$ cat src/hdl/dvsr_pkg.sv
package dvsr_pkg;
  // ==========================================================
  // Serial control word layout
  localparam int WORD_BITS = 16;
  localparam int ADDR_MSB = 15;
  localparam int ADDR_LSB = 9;
  localparam int UPDATE_BIT = 8;
  localparam int CODE_MSB = 7;
  localparam int ADDR_W = 7;
  localparam int CODE_W = 8;
  localparam int NUM_CH = 6;
  // ==========================================================
  // Register addresses
  localparam logic [6:0] ADDR_LEFT_OUT1 = 7'h00;
  localparam logic [6:0] ADDR_RIGHT_OUT1 = 7'h01;
  localparam logic [6:0] ADDR_LEFT_OUT2 = 7'h04;
  localparam logic [6:0] ADDR_RIGHT_OUT2 = 7'h05;
  localparam logic [6:0] ADDR_LEFT_OUT3 = 7'h06;
  localparam logic [6:0] ADDR_RIGHT_OUT3 = 7'h07;
  localparam logic [6:0] ADDR_ALL_CHANNEL = 7'h08;
  localparam logic [6:0] ADDR_SOFTWARE_RESET_TRIGGER = 7'h1F;
  // ==========================================================
  // Attenuation codes and reset values
  localparam logic [7:0] CODE_MUTE = 8'h00;
  localparam logic [7:0] CODE_FULL_SCALE = 8'hFF;
  localparam logic [7:0] CODE_RESET = 8'hFF;
  localparam logic [15:0] SHIFT_RESET = 16'h0000;
endpackage

$ cat src/hdl/dvsr_latch_mem.sv
`timescale 1ns/1ps
`default_nettype none
module dvsr_latch_mem #(
  parameter int N = 6,
  parameter int W = 8,
  parameter logic [7:0] INIT = 8'hFF
) (
  input wire logic clk_sys,
  input wire logic rst_n,
  input wire logic clear,
  input wire logic [N-1:0] wr_en,
  input wire logic [W-1:0] wr_data,
  output logic [N*W-1:0] rd_data
);
  // ==========================================================
  // One intermediate latch per channel; clear beats a write
  genvar g;
  generate
    for (g = 0; g < N; g = g + 1) begin : g_entry
      always_ff @(posedge clk_sys or negedge rst_n) begin
        if (!rst_n) begin
          rd_data[g*W +: W] <= INIT[W-1:0];
        end else if (clear) begin
          rd_data[g*W +: W] <= INIT[W-1:0];
        end else if (wr_en[g]) begin
          rd_data[g*W +: W] <= wr_data;
        end
      end
    end
  endgenerate
endmodule
`default_nettype wire

$ cat src/hdl/dvsr_top.sv
`timescale 1ns/1ps
`default_nettype none
module dvsr_top (
  input wire logic clk_sys,
  input wire logic rst_n,
  input wire logic ctrl_clk,
  input wire logic ctrl_data,
  input wire logic ctrl_latch,
  input wire logic sample_clk,
  output logic [dvsr_pkg::NUM_CH*8-1:0] attenuation_steps_r,
  output logic [dvsr_pkg::NUM_CH-1:0] channel_mute_r,
  output logic [dvsr_pkg::NUM_CH*8-1:0] active_code_r,
  output logic soft_reset_hold_r
);
  import dvsr_pkg::*;

  // ==========================================================
  // Pin synchronisers; stage one feeds stage two only
  logic [3:0] pin_s1_r;
  logic [3:0] pin_s2_r;
  logic [3:0] pin_s3_r;
  always_ff @(posedge clk_sys or negedge rst_n) begin
    if (!rst_n) begin
      pin_s1_r <= 4'h0;
      pin_s2_r <= 4'h0;
      pin_s3_r <= 4'h0;
    end else begin
      pin_s1_r <= {sample_clk, ctrl_latch, ctrl_data, ctrl_clk};
      pin_s2_r <= pin_s1_r;
      pin_s3_r <= pin_s2_r;
    end
  end

  // Rising edges seen on the settled copies
  wire clk_rise = pin_s2_r[0] & ~pin_s3_r[0];
  wire latch_rise = pin_s2_r[2] & ~pin_s3_r[2];
  wire sample_rise = pin_s2_r[3] & ~pin_s3_r[3];
  wire data_bit = pin_s2_r[1];

  // ==========================================================
  // Serial shift register, MSB first, 16 bits per word
  logic [WORD_BITS-1:0] shift_r;
  logic [WORD_BITS-1:0] shift_nxt;
  assign shift_nxt = {shift_r[WORD_BITS-2:0], data_bit};
  always_ff @(posedge clk_sys or negedge rst_n) begin
    if (!rst_n) begin
      shift_r <= SHIFT_RESET;
    end else if (clk_rise) begin
      shift_r <= shift_nxt;
    end
  end

  // ==========================================================
  // Word decode on the latch edge
  wire [ADDR_W-1:0] wr_addr = shift_r[ADDR_MSB:ADDR_LSB];
  wire [CODE_W-1:0] wr_code = shift_r[CODE_MSB:0];
  wire wr_update = shift_r[UPDATE_BIT];
  wire wr_done = latch_rise;
  wire is_reset_cmd = wr_addr == ADDR_SOFTWARE_RESET_TRIGGER;
  wire is_master = wr_addr == ADDR_ALL_CHANNEL;
  // Stores only when not held and not a reset command
  wire store_ok = wr_done & ~soft_reset_hold_r & ~is_reset_cmd;
  wire soft_reset = wr_done & is_reset_cmd;

  // One enable per channel address; master hits every channel
  logic [NUM_CH-1:0] addr_hit;
  assign addr_hit[0] = wr_addr == ADDR_LEFT_OUT1;
  assign addr_hit[1] = wr_addr == ADDR_RIGHT_OUT1;
  assign addr_hit[2] = wr_addr == ADDR_LEFT_OUT2;
  assign addr_hit[3] = wr_addr == ADDR_RIGHT_OUT2;
  assign addr_hit[4] = wr_addr == ADDR_LEFT_OUT3;
  assign addr_hit[5] = wr_addr == ADDR_RIGHT_OUT3;
  wire [NUM_CH-1:0] latch_we =
    {NUM_CH{store_ok}} & (addr_hit | {NUM_CH{is_master}});
  wire any_hit = |addr_hit | is_master;
  wire apply_req = store_ok & any_hit & wr_update;

  // ==========================================================
  // Intermediate latches, cleared by software reset
  logic [NUM_CH*CODE_W-1:0] pending_code;
  dvsr_latch_mem #(
    .N(NUM_CH),
    .W(CODE_W),
    .INIT(CODE_RESET)
  ) u_latch (
    .clk_sys(clk_sys),
    .rst_n(rst_n),
    .clear(soft_reset),
    .wr_en(latch_we),
    .wr_data(wr_code),
    .rd_data(pending_code)
  );

  // ==========================================================
  // Hold flag: set by reset command, released by next write
  logic hold_nxt;
  assign hold_nxt = soft_reset ? 1'b1 :
                    (wr_done ? 1'b0 : soft_reset_hold_r);
  always_ff @(posedge clk_sys or negedge rst_n) begin
    if (!rst_n) begin
      soft_reset_hold_r <= 1'b0;
    end else begin
      soft_reset_hold_r <= hold_nxt;
    end
  end

  // ==========================================================
  // Apply request waits for a sample boundary; a new request
  // arriving on the boundary cycle stays pending, since the
  // latch it just wrote is not visible until the next cycle
  logic apply_pend_r;
  logic apply_pend_nxt;
  wire apply_now = apply_pend_r & sample_rise;
  assign apply_pend_nxt = soft_reset ? 1'b0 :
                          (apply_req ? 1'b1 :
                          (apply_now ? 1'b0 : apply_pend_r));
  always_ff @(posedge clk_sys or negedge rst_n) begin
    if (!rst_n) begin
      apply_pend_r <= 1'b0;
    end else begin
      apply_pend_r <= apply_pend_nxt;
    end
  end

  // ==========================================================
  // Active codes and their decode, per channel
  genvar c;
  generate
    for (c = 0; c < NUM_CH; c = c + 1) begin : g_ch
      wire [CODE_W-1:0] code_nxt =
        soft_reset ? CODE_RESET :
        (apply_now ? pending_code[c*CODE_W +: CODE_W] :
        active_code_r[c*CODE_W +: CODE_W]);
      // Half-dB steps below full scale; 01 gives 254 = 127 dB
      wire [CODE_W-1:0] steps_nxt = CODE_FULL_SCALE - code_nxt;
      always_ff @(posedge clk_sys or negedge rst_n) begin
        if (!rst_n) begin
          active_code_r[c*CODE_W +: CODE_W] <= CODE_RESET;
          attenuation_steps_r[c*CODE_W +: CODE_W] <= 8'h00;
          channel_mute_r[c] <= 1'b0;
        end else begin
          active_code_r[c*CODE_W +: CODE_W] <= code_nxt;
          attenuation_steps_r[c*CODE_W +: CODE_W] <= steps_nxt;
          channel_mute_r[c] <= code_nxt == CODE_MUTE;
        end
      end
    end
  endgenerate
endmodule
`default_nettype wire

$ cat config.mk
export PLATFORM = sky130hd
export DESIGN_NAME = dvsr_top
export DESIGN_NICKNAME = d
export VERILOG_FILES = /design/src/hdl/dvsr_pkg.sv /design/src/hdl/dvsr_latch_mem.sv /design/src/hdl/dvsr_top.sv
export SDC_FILE = /design/constraint.sdc
export NUM_CORES = 1
export LEC_CHECK = 0
export BUFFER_PORTS_ARGS = -buffer_cell sky130_fd_sc_hd__buf_2
export CORE_MARGIN = 4
export CORE_UTILIZATION = 53
export CTS_BUF_LIST = sky130_fd_sc_hd__clkbuf_8
export DETAILED_ROUTE_END_ITERATION = 8
export GPL_ROUTABILITY_DRIVEN = 0
export PLACE_DENSITY_LB_ADDON = 0.25
export SLEW_MARGIN = 40
export SYNTH_ARGS = -nofsm -noshare
export SYNTH_HDL_FRONTEND = slang
export SYNTH_HIERARCHICAL = 1
export SYNTH_SLANG_ARGS = --single-unit
$ cat constraint.sdc
create_clock -name clk_sys -period 2.3 [get_ports clk_sys]
set_input_delay 0.345 -clock clk_sys [delete_from_list [all_inputs] [get_ports clk_sys]]
set_output_delay 0.345 -clock clk_sys [all_outputs]
set_load 0.03 [all_outputs]
==> results.sh, run 1 <==
export IMPL_cp_end_kind="flop"
export IMPL_portBuffers=108
export IMPL_clock_sinks=179
export IMPL_instances_no_fill=863
export IMPL_grt_overflow=0
export IMPL_synth_edf_count=0
export IMPL_grt_usage=0.1917
export IMPL_synthTopCellsByArea="dfstp_2 36%, dfrtp_1 29%, nor2b_1 7.4%"
export IMPL_cts_clk_slew_worst_paths_ns=0.08
export IMPL_run_status="complete, no violations"
export IMPL_antenna_found_initial=0
export IMPL_drt_wl_total_mm=13.86
export IMPL_r2r_end="u_latch/rd_data[5]$_DFFE_PN1P_"
export IMPL_cts_buffer_depth=2
export IMPL_final_max_slew_viol_count=0
export IMPL_async_reset_ff_frac=1.000
export IMPL_ys_seq_elements=179
export IMPL_yosysTopAreaCellShare=0.3552
export IMPL_setup_viol=0
export IMPL_netlist_instances=544
export IMPL_hpwlAfterDp_mm=9.051
export IMPL_yosys_warnings=6
export IMPL_num_rows=42
export IMPL_place_inst=822
export IMPL_vias=4411
export IMPL_yosys_most_used_dff="dfstp_2"
export IMPL_critical_path_class="reg -> reg"
export IMPL_cp_arrival_ns=2.66
export IMPL_die_area_um2=15320
export IMPL_root_buffer="clkbuf_8"
export IMPL_drt_first_pass_iters=5
export IMPL_fp_dieW_um=123.8
export IMPL_ant_nets=0
export IMPL_clk_latency_ns=0.45
export IMPL_path_cells="or4b_4, or3_4, or2_4, nor3_4, buf_6, nor2b_1, a211o_1"
export IMPL_cp_max_fo=9
export IMPL_power_leakage_nw=4.405
export IMPL_clock_fmax_mhz=436.9
export IMPL_grt_start_max_net_pins=63
export IMPL_synth_common_cells="96 x dfstp_2, 84 x nor2b_1, 83 x dfrtp_1, 48 x mux2i_1, 34 x inv_1"
export IMPL_avgSynthCellArea_um2=13.05
export IMPL_grt_pass1_vias=4460
export IMPL_finalCritPeriodShare=0.9952
export IMPL_ys_seq_area_frac=0.6476
export IMPL_cts_tree="yes"
export IMPL_multi_input_area_um2=2170
export IMPL_fill_cells=1030
export IMPL_first_iter_violations=241
export IMPL_maxCapViolCount=0
export IMPL_via_per_inst=5.111
export IMPL_holdPathStages=0
export IMPL_ios=109
export IMPL_fin_nets=681
export IMPL_route_detailed_drc=0
export IMPL_synth_area_leader_cell="dfstp_2"
export IMPL_grt_setup_unrepaired="yes"
export IMPL_cellPowerDensity_nw_per_um2=1334
export IMPL_die_h_um=123.8
export IMPL_start_kind="flop"
export IMPL_critPathSlowestCell="or4b_4"
export IMPL_finalCriticalPeriod_ns=2.289
export IMPL_min_to="pin_s2_r[2]$_DFF_PN0_"
export IMPL_r2r_cells=7
export IMPL_tightest_slew_ns=0.5229
export IMPL_dpl_cell_area_um2=7940
export IMPL_antenna_cells=0
export IMPL_r2r_start="pin_s3_r[2]$_DFF_PN0_"
export IMPL_drive_above_1_share=0.4600
export IMPL_tns_ns=0
export IMPL_grt_pass1_wl_mm=22.51
export IMPL_finalInstanceArea_um2=8406
export IMPL_synth_distinct_cells=32
export IMPL_seqCellArea_um2=4599
export IMPL_core_area_um2=13190
export IMPL_required_ns=2.67
export IMPL_initial_core_util=0.5384
export IMPL_syn2layout_area_growth_pct=18.36
export IMPL_critPathMaxStageDelay_ns=0.53
export IMPL_wl_per_cell_um=16.06
export IMPL_min_path_type="reg -> reg"
export IMPL_htreeDepth=4
export IMPL_skew_ns=0.01017
export IMPL_relSlewSlack=0.6514
export IMPL_syn_cell_area_um2=7102
export IMPL_syn_nets=550
export IMPL_reg2reg_slack_ns=0.01
export IMPL_ir_worst_vdd_uv=671.5
export IMPL_synth_most_common_cell="dfstp_2"
export IMPL_hold_viol_final=0
export IMPL_min_delay_start="pin_s1_r[2]$_DFF_PN0_"
export IMPL_cts_made_buffers=17
-- final cells by class --
class,count,share of cell area
clock buffers,19,0.03111
clock inverters,12,0.01221
inverters,51,0.02277
multi-input cells,286,0.2581
flip-flops and latches,179,0.5472
well taps,176,0.02620
repair buffers,140,0.1024
-- logic make-up (layout without fill, tap and decap cells) --
logic type / count (synthesis) / in the layout / share of synthesized area
flip-flops: 179 / 179 / 0.6476
AND/OR/NAND/NOR: 160 / 160 / 0.1348
AO/OA/AOI/OAI: 61 / 61 / 0.07223
buffers and inverters: 79 / 222 / 0.05144
multiplexers: 63 / 63 / 0.09144
XOR/XNOR: 2 / 2 / 0.002467
-- layout by cell type (no fill, tap or decap), types with 4 or more instances in the layout --
cell type	Yosys	layout
buf_2	7	107
nor3_1	15	15
inv_2	17	17
mux2_2	15	15
mux2i_1	48	48
clkinv_2	0	4
a211o_2	18	18
nor2b_1	84	83
inv_1	34	40
dfrtp_1	83	83
nand2_1	16	16
nor4_1	13	13
buf_12	0	4
dlygate4sd3_1	0	5
dfstp_2	96	96
buf_6	6	4
a21oi_1	8	8
nand3_1	14	14
a211o_1	30	30
buf_4	4	20
clkbuf_8	0	19
-- critical path: cells and delay by family (launching register included) --
family	cells	cell delay, ns
flops	1	0.38
compound gates	1	0.27
buf+inv	1	0.17
simple gates	5	1.40
-- routing by layer --
metal | up-vias | track usage | wire length [um]
met5 | - | 0 | 0
li1 | 2089 | - | -
met4 | 0 | 0.06644 | 133
met2 | 100 | 0.3065 | 7037
met3 | 12 | 0.04314 | 615
met1 | 2210 | 0.2599 | 6071
-- how the worst max path moves through the flow --
stage                     startpoint                               to
2_1_floorplan  pin_s3_r[2]$_DFF_PN0_  u_latch/rd_data[21]$_DFFE_PN1P_
3_3_place_gp   pin_s3_r[2]$_DFF_PN0_  u_latch/rd_data[20]$_DFFE_PN1P_
3_5_place_dp   pin_s3_r[2]$_DFF_PN0_  u_latch/rd_data[22]$_DFFE_PN1P_
4_1_cts        pin_s3_r[2]$_DFF_PN0_  u_latch/rd_data[25]$_DFFE_PN1P_
5_1_grt        pin_s3_r[2]$_DFF_PN0_  u_latch/rd_data[17]$_DFFE_PN1P_
6_report       pin_s3_r[2]$_DFF_PN0_   u_latch/rd_data[5]$_DFFE_PN1P_
-- through the flow --
step	hold slack, ns	setup slack, ns	utilization	total power [mW]
2_1_floorplan	0.04941	-0.04125	-	8.085
3_3_place_gp	0.2998	-0.01544	0.6020	9.156
3_5_place_dp	0.3104	-0.05263	0.6020	9.274
4_1_cts	0.3550	-0.001951	0.6342	11.31
5_1_grt	0.3613	-0.09562	0.6373	11.89
6_report	0.3526	0.01095	0.6373	11.21
-- state kept, by name, summed over array words and instances, names as in the netlist --
| name | cells |
|---|---|
| channel_mute_r | 6 |
| pin_s3_r | 3 |
| shift_r | 16 |
| pin_s1_r | 4 |
| soft_reset_hold_r | 1 |
| active_code_r | 48 |
| apply_pend_r | 1 |
| attenuation_steps_r | 48 |
| u_latch/rd_data | 48 |
| pin_s2_r | 4 |
-- repair_timing --
action,CTS,global route
setup buffers,1,4
pin swaps,1,9
setup endpoints to repair,14,37
gates cloned,0,0
resized for setup,1,3
hold buffers,5,0
hold endpoints to repair,29,0
-- power by group --
group	switching, mW	leakage [nW]	total, mW	internal [mW]
Combinational	2.28	2.34	3.83	1.54
Clock	1.01	0.212	1.99	0.986
Sequential	0.850	1.85	5.39	4.54
Total	4.14	4.41	11.2	7.07
Power figures use the tool's default switching activity.
==> run 2: changes to the inputs <==
CORE_UTILIZATION = 61   (was 53)
CTS_BUF_LIST = sky130_fd_sc_hd__clkbuf_8 sky130_fd_sc_hd__clkbuf_16   (was sky130_fd_sc_hd__clkbuf_8)
clock period = 2.8 ns   (was 2.3 ns; I/O delays follow)
==> results.sh, run 2 (synthesis gave the netlist of run 1 again) <==
export IMPL_final_max_slew_viol_count=0
export IMPL_instances_no_fill=812
export IMPL_first_iter_violations=430
export IMPL_hpwlAfterDp_mm=9.315
export IMPL_clock_sinks=179
export IMPL_finalCritPeriodShare=0.9479
export IMPL_vias=4482
export IMPL_finalCriticalPeriod_ns=2.654
export IMPL_initial_core_util=0.6220
export IMPL_drive_above_1_share=0.4499
export IMPL_htreeDepth=4
export IMPL_num_rows=39
export IMPL_die_h_um=115.9
export IMPL_ant_nets=0
export IMPL_cts_clk_slew_worst_paths_ns=0.06
export IMPL_power_leakage_nw=4.375
export IMPL_wl_per_cell_um=17.74
export IMPL_grt_pass1_wl_mm=23.60
export IMPL_grt_pass1_vias=4737
export IMPL_skew_ns=0.01053
export IMPL_final_common_cell="buf_2"
export IMPL_place_inst=780
export IMPL_required_ns=3.15
export IMPL_clk_latency_ns=0.43
export IMPL_via_per_inst=5.520
export IMPL_grt_start_max_net_pins=73
export IMPL_cp_max_fo=9
export IMPL_clock_fmax_mhz=376.8
export IMPL_cp_arrival_ns=3.01
export IMPL_cellPowerDensity_nw_per_um2=1165
export IMPL_antenna_found_initial=0
export IMPL_postCtsSetupBuffers=0
export IMPL_syn2layout_area_growth_pct=17.55
export IMPL_cp_end_kind="flop"
export IMPL_post_cts_resized=0
export IMPL_ios=109
export IMPL_cts_made_buffers=17
export IMPL_setup_viol=0
export IMPL_core_area_um2=11420
export IMPL_drt_wl_total_mm=14.40
export IMPL_start_kind="flop"
export IMPL_postCtsHoldBufs=0
export IMPL_critical_path_class="reg -> reg"
export IMPL_hold_viol_final=0
export IMPL_antenna_cells=0
export IMPL_portBuffers=108
export IMPL_most_common_layout_cells="107 x buf_2, 96 x dfstp_2, 84 x nor2b_1"
export IMPL_root_buffer="clkbuf_16"
export IMPL_drt_first_pass_iters=4
export IMPL_grt_setup_unrepaired="no"
export IMPL_route_detailed_drc=0
export IMPL_relSlewSlack=0.3910
export IMPL_total_power_mw=9.727
export IMPL_cts_buffer_depth=2
export IMPL_min_path_type="in -> async"
export IMPL_fp_dieW_um=115.9
export IMPL_ir_worst_vdd_uv=694.1
export IMPL_grt_overflow=0
export IMPL_die_area_um2=13430
export IMPL_cts_tree="yes"
export IMPL_grt_usage=0.2304
export IMPL_run_status="complete, no violations"
export IMPL_tightest_slew_ns=0.9101
export IMPL_tns_ns=0
export IMPL_reg_largest_list="active_code_r (48), attenuation_steps_r (48), u_latch/rd_data (48)"
export IMPL_maxCapViolCount=0
export IMPL_fin_nets=662
-- run 2: changes by cell type in the layout (fill, tap and decap cells not counted), sizes merged --
cell / delta
clkinvlp: +2
bufinv: -2
clkinv: -3
buf: -14
dlygate4sd3: -5
clkbuf: +4
-- run 2: cell type report --
type / instances / area (um2)
clock buffers: 23 / 508.0
fillers: 774 / 3070
multi-input cells: 286 / 2146
clock inverters: 9 / 42.54
well taps: 143 / 178.9
inverters: 51 / 191.4
flip-flops and latches: 179 / 4599
repair buffers: 121 / 681.9
-- run 2: where the power goes --
part / switching, mW / total, mW / internal, mW
logic: 1.90 / 3.12 / 1.23
clock network: 0.912 / 2.17 / 1.25
registers: 0.699 / 4.44 / 3.74
total: 3.51 / 9.73 / 6.22
-- run 2: layer usage --
metal  global-route usage  part of all wire  routed length [um]  vias to the layer above
met5                    0                 0                   0                        -
met2               0.3755              0.50                7253                      123
met4               0.1129             0.025                 364                        0
li1                     -                 -                   -                     2058
met1               0.2948              0.42                6036                     2269
met3              0.04961             0.052                 749                       32
-- run 2: worst paths after layout --
kind | slack (ns) | cells after the start | to | from
min in group clk_sys | 0.09 | 1 | pin_s1_r[2]$_DFF_PN0_ | ctrl_latch
max in group asynchronous | 2.01 | 2 | active_code_r[33]$_DFF_PN1_ | rst_n
hold reg to reg | 0.35 | 0 | pin_s2_r[1]$_DFF_PN0_ | pin_s1_r[1]$_DFF_PN0_
hold / removal | 0.006 | 1 | attenuation_steps_r[3]$_DFF_PN0_ | rst_n
setup / recovery | 0.15 | 7 | u_latch/rd_data[22]$_DFFE_PN1P_ | pin_s3_r[2]$_DFF_PN0_
setup reg to reg | 0.15 | 7 | u_latch/rd_data[22]$_DFFE_PN1P_ | pin_s3_r[2]$_DFF_PN0_
-- run 2: worst max-delay path, stage by stage, from the launching register on --
cell and delay (ns):
dfrtp_1 0.38, or4b_4 0.57, or3_4 0.37, or2_4 0.27, nor3_2 0.39, buf_4 0.25, nor2b_1 0.07, a211o_1 0.27
-- run 2: per-stage QoR --
stage                     utilization  cell area [um2]  hold WS, ns  worst slack (ns)
after floorplan                     -             7102       0.1244            0.4230
after global placement         0.6829             7797       0.3337            0.2878
after detailed placement       0.6829             7797       0.3347            0.1579
after CTS                      0.7311             8348      0.02174            0.1415
after global routing           0.7311             8348      0.04013           0.02800
final                          0.7311             8348     0.006078            0.1458
==> run 3: changes to the inputs <==
CORE_UTILIZATION = 30   (was 61)
==> results.sh, run 3 (synthesis gave the netlist of run 1 again) <==
export IMPL_r2r_cells=7
export IMPL_hold_viol_final=0
export IMPL_tightest_slew_ns=0.6555
export IMPL_ant_nets=0
export IMPL_fin_nets=667
export IMPL_critPathMaxStageDelay_ns=0.55
export IMPL_drive_above_1_share=0.4599
export IMPL_postCtsSetupBuffers=0
export IMPL_whs_ns=0.01008
export IMPL_drt_first_pass_iters=5
export IMPL_cts_made_buffers=17
export IMPL_p_switching_mw=3.604
export IMPL_crit_family="simple AND/OR/NAND/NOR gates"
export IMPL_maxCapViolCount=0
export IMPL_grt_setup_unrepaired="no"
export IMPL_cp_end_kind="flop"
export IMPL_final_common_cell="buf_2"
export IMPL_gr_usage_met3=0.03755
export IMPL_via_per_inst=4.392
export IMPL_cellPowerDensity_nw_per_um2=1145
export IMPL_first_iter_violations=270
export IMPL_clock_fmax_mhz=398.4
export IMPL_relSlewSlack=0.5630
export IMPL_skew_ns=0.01514
export IMPL_cts_buffer_depth=2
export IMPL_cts_tree="yes"
export IMPL_clk_latency_ns=0.42
export IMPL_cp_arrival_ns=2.85
export IMPL_postCtsHoldBufs=0
export IMPL_ios=109
export IMPL_grt_pass1_wl_mm=26.01
export IMPL_antenna_found_initial=0
export IMPL_grtUsageMet2=0.1996
export IMPL_p_sw_frac=0.3652
export IMPL_fp_dieW_um=161.9
export IMPL_place_inst=961
export IMPL_htreeDepth=4
export IMPL_instances_no_fill=993
export IMPL_grtUsageMet1=0.1698
export IMPL_die_h_um=161.9
export IMPL_hpwlAfterDp_mm=10.30
export IMPL_syn2layout_area_growth_pct=21.37
export IMPL_combPwrFrac=0.314
export IMPL_critPathSlowestCell="or4b_4"
export IMPL_r2r_start="shift_r[14]$_DFFE_PN0P_"
export IMPL_seqCellArea_um2=4599
export IMPL_ir_worst_vdd_uv=367.6
export IMPL_cts_clk_slew_worst_paths_ns=0.07
export IMPL_pwr_share_clk=0.233
export IMPL_root_buffer="clkbuf_16"
export IMPL_finalCritPeriodShare=0.8964
export IMPL_worst_path_buf_inv=1
export IMPL_num_rows=56
export IMPL_finalCriticalPeriod_ns=2.510
export IMPL_most_common_layout_cells="107 x buf_2, 96 x dfstp_2, 84 x nor2b_1"
export IMPL_route_detailed_drc=0
export IMPL_multi_input_area_um2=2146
export IMPL_grt_usage=0.1263
export IMPL_core_area_um2=23400
export IMPL_vias=4361
export IMPL_wl_per_cell_um=16.07
export IMPL_run_status="complete, no violations"
export IMPL_start_kind="flop"
export IMPL_grt_busiest_layer="met2"
export IMPL_critical_path_class="reg -> reg"
export IMPL_tns_ns=0
export IMPL_power_leakage_nw=4.391
export IMPL_fill_cells=2304
export IMPL_cp_max_fo=9
export IMPL_drt_wl_total_mm=15.96
export IMPL_min_path_type="in -> async"
export IMPL_initial_core_util=0.3035
export IMPL_grt_start_max_net_pins=81
export IMPL_grt_pass1_vias=4648
export IMPL_clock_sinks=179
export IMPL_reg2reg_slack_ns=0.29
export IMPL_seqPwrFrac=0.453
export IMPL_antenna_cells=0
export IMPL_path_cells="or4b_4, or3_4, or2_4, nor3_2, buf_4, nor2b_1, a211o_1"
export IMPL_portBuffers=108
export IMPL_grt_overflow=0
export IMPL_setup_viol=0
export IMPL_reg_largest_list="active_code_r (48), attenuation_steps_r (48), u_latch/rd_data (48)"
export IMPL_die_area_um2=26200
export IMPL_final_max_slew_viol_count=0
export IMPL_internal_power_mw=6.263
export IMPL_r2r_end="u_latch/rd_data[12]$_DFFE_PN1P_"
export IMPL_post_cts_resized=0
export IMPL_required_ns=3.14
-- run 3: cell types whose count changed in the layout (fill, tap and decap cells not counted), sizes merged --
| cell | change |
|---|---|
| inv | -1 |
| bufinv | +1 |
| clkbuf | -2 |
| buf | +4 |
| clkinvlp | +2 |
| clkinv | +1 |
-- run 3: worst max-delay path by stage --
stage,from,endpoint,slack [ns],cells past startpoint
after floorplan,pin_s3_r[2]$_DFF_PN0_,u_latch/rd_data[21]$_DFFE_PN1P_,0.42,7
after global placement,pin_s3_r[2]$_DFF_PN0_,u_latch/rd_data[16]$_DFFE_PN1P_,0.37,7
after detailed placement,shift_r[14]$_DFFE_PN0P_,u_latch/rd_data[10]$_DFFE_PN1P_,0.29,7
after CTS,shift_r[14]$_DFFE_PN0P_,u_latch/rd_data[10]$_DFFE_PN1P_,0.28,7
after global routing,shift_r[14]$_DFFE_PN0P_,u_latch/rd_data[20]$_DFFE_PN1P_,0.18,7
final,shift_r[14]$_DFFE_PN0P_,u_latch/rd_data[12]$_DFFE_PN1P_,0.29,7
-- run 3: metal layers --
metal  vias up  share of wire  wire, um
li1       2067              -         -
met1      2197           0.47      7526
met2        90           0.47      7554
met3         7          0.050       800
met4         0         0.0048        76
met5         -              0         0
-- run 3: layout make-up --
class,count,share of cell area
flip-flops and latches,179,0.5336
multi-input cells,286,0.2489
repair buffers,126,0.08231
clock buffers,20,0.05414
well taps,319,0.04631
inverters,51,0.02221
clock inverters,12,0.01248
-- run 3: per-stage QoR --
stage | utilization | total power, mW | instance area (um2) | setup WS, ns
after floorplan | - | 6.612 | 7102 | 0.4230
after global placement | 0.3437 | 7.586 | 8043 | 0.3668
after detailed placement | 0.3437 | 7.658 | 8043 | 0.2907
after CTS | 0.3682 | 10.03 | 8617 | 0.2773
after global routing | 0.3683 | 10.49 | 8620 | 0.1773
final | 0.3683 | 9.867 | 8620 | 0.2900
-- run 3: worst reg2reg max path, delay by kind of cell, from the launching register on --
| family | cells | cell delay, ns |
|---|---|---|
| and+or+nand+nor | 5 | 1.53 |
| DFF | 1 | 0.39 |
| AOI/OAI and AO/OA | 1 | 0.27 |
| buffers and inverters | 1 | 0.22 |
-- run 3: power by group through the flow --
stage / clock [mW] / combinational (mW) / sequential (mW)
after detailed placement: 0 / 3.13 / 4.53
after global placement: 0 / 3.08 / 4.50
after CTS: 2.39 / 3.15 / 4.49
after floorplan: 0 / 1.48 / 5.13
final: 2.30 / 3.10 / 4.47
after global routing: 2.50 / 3.38 / 4.60
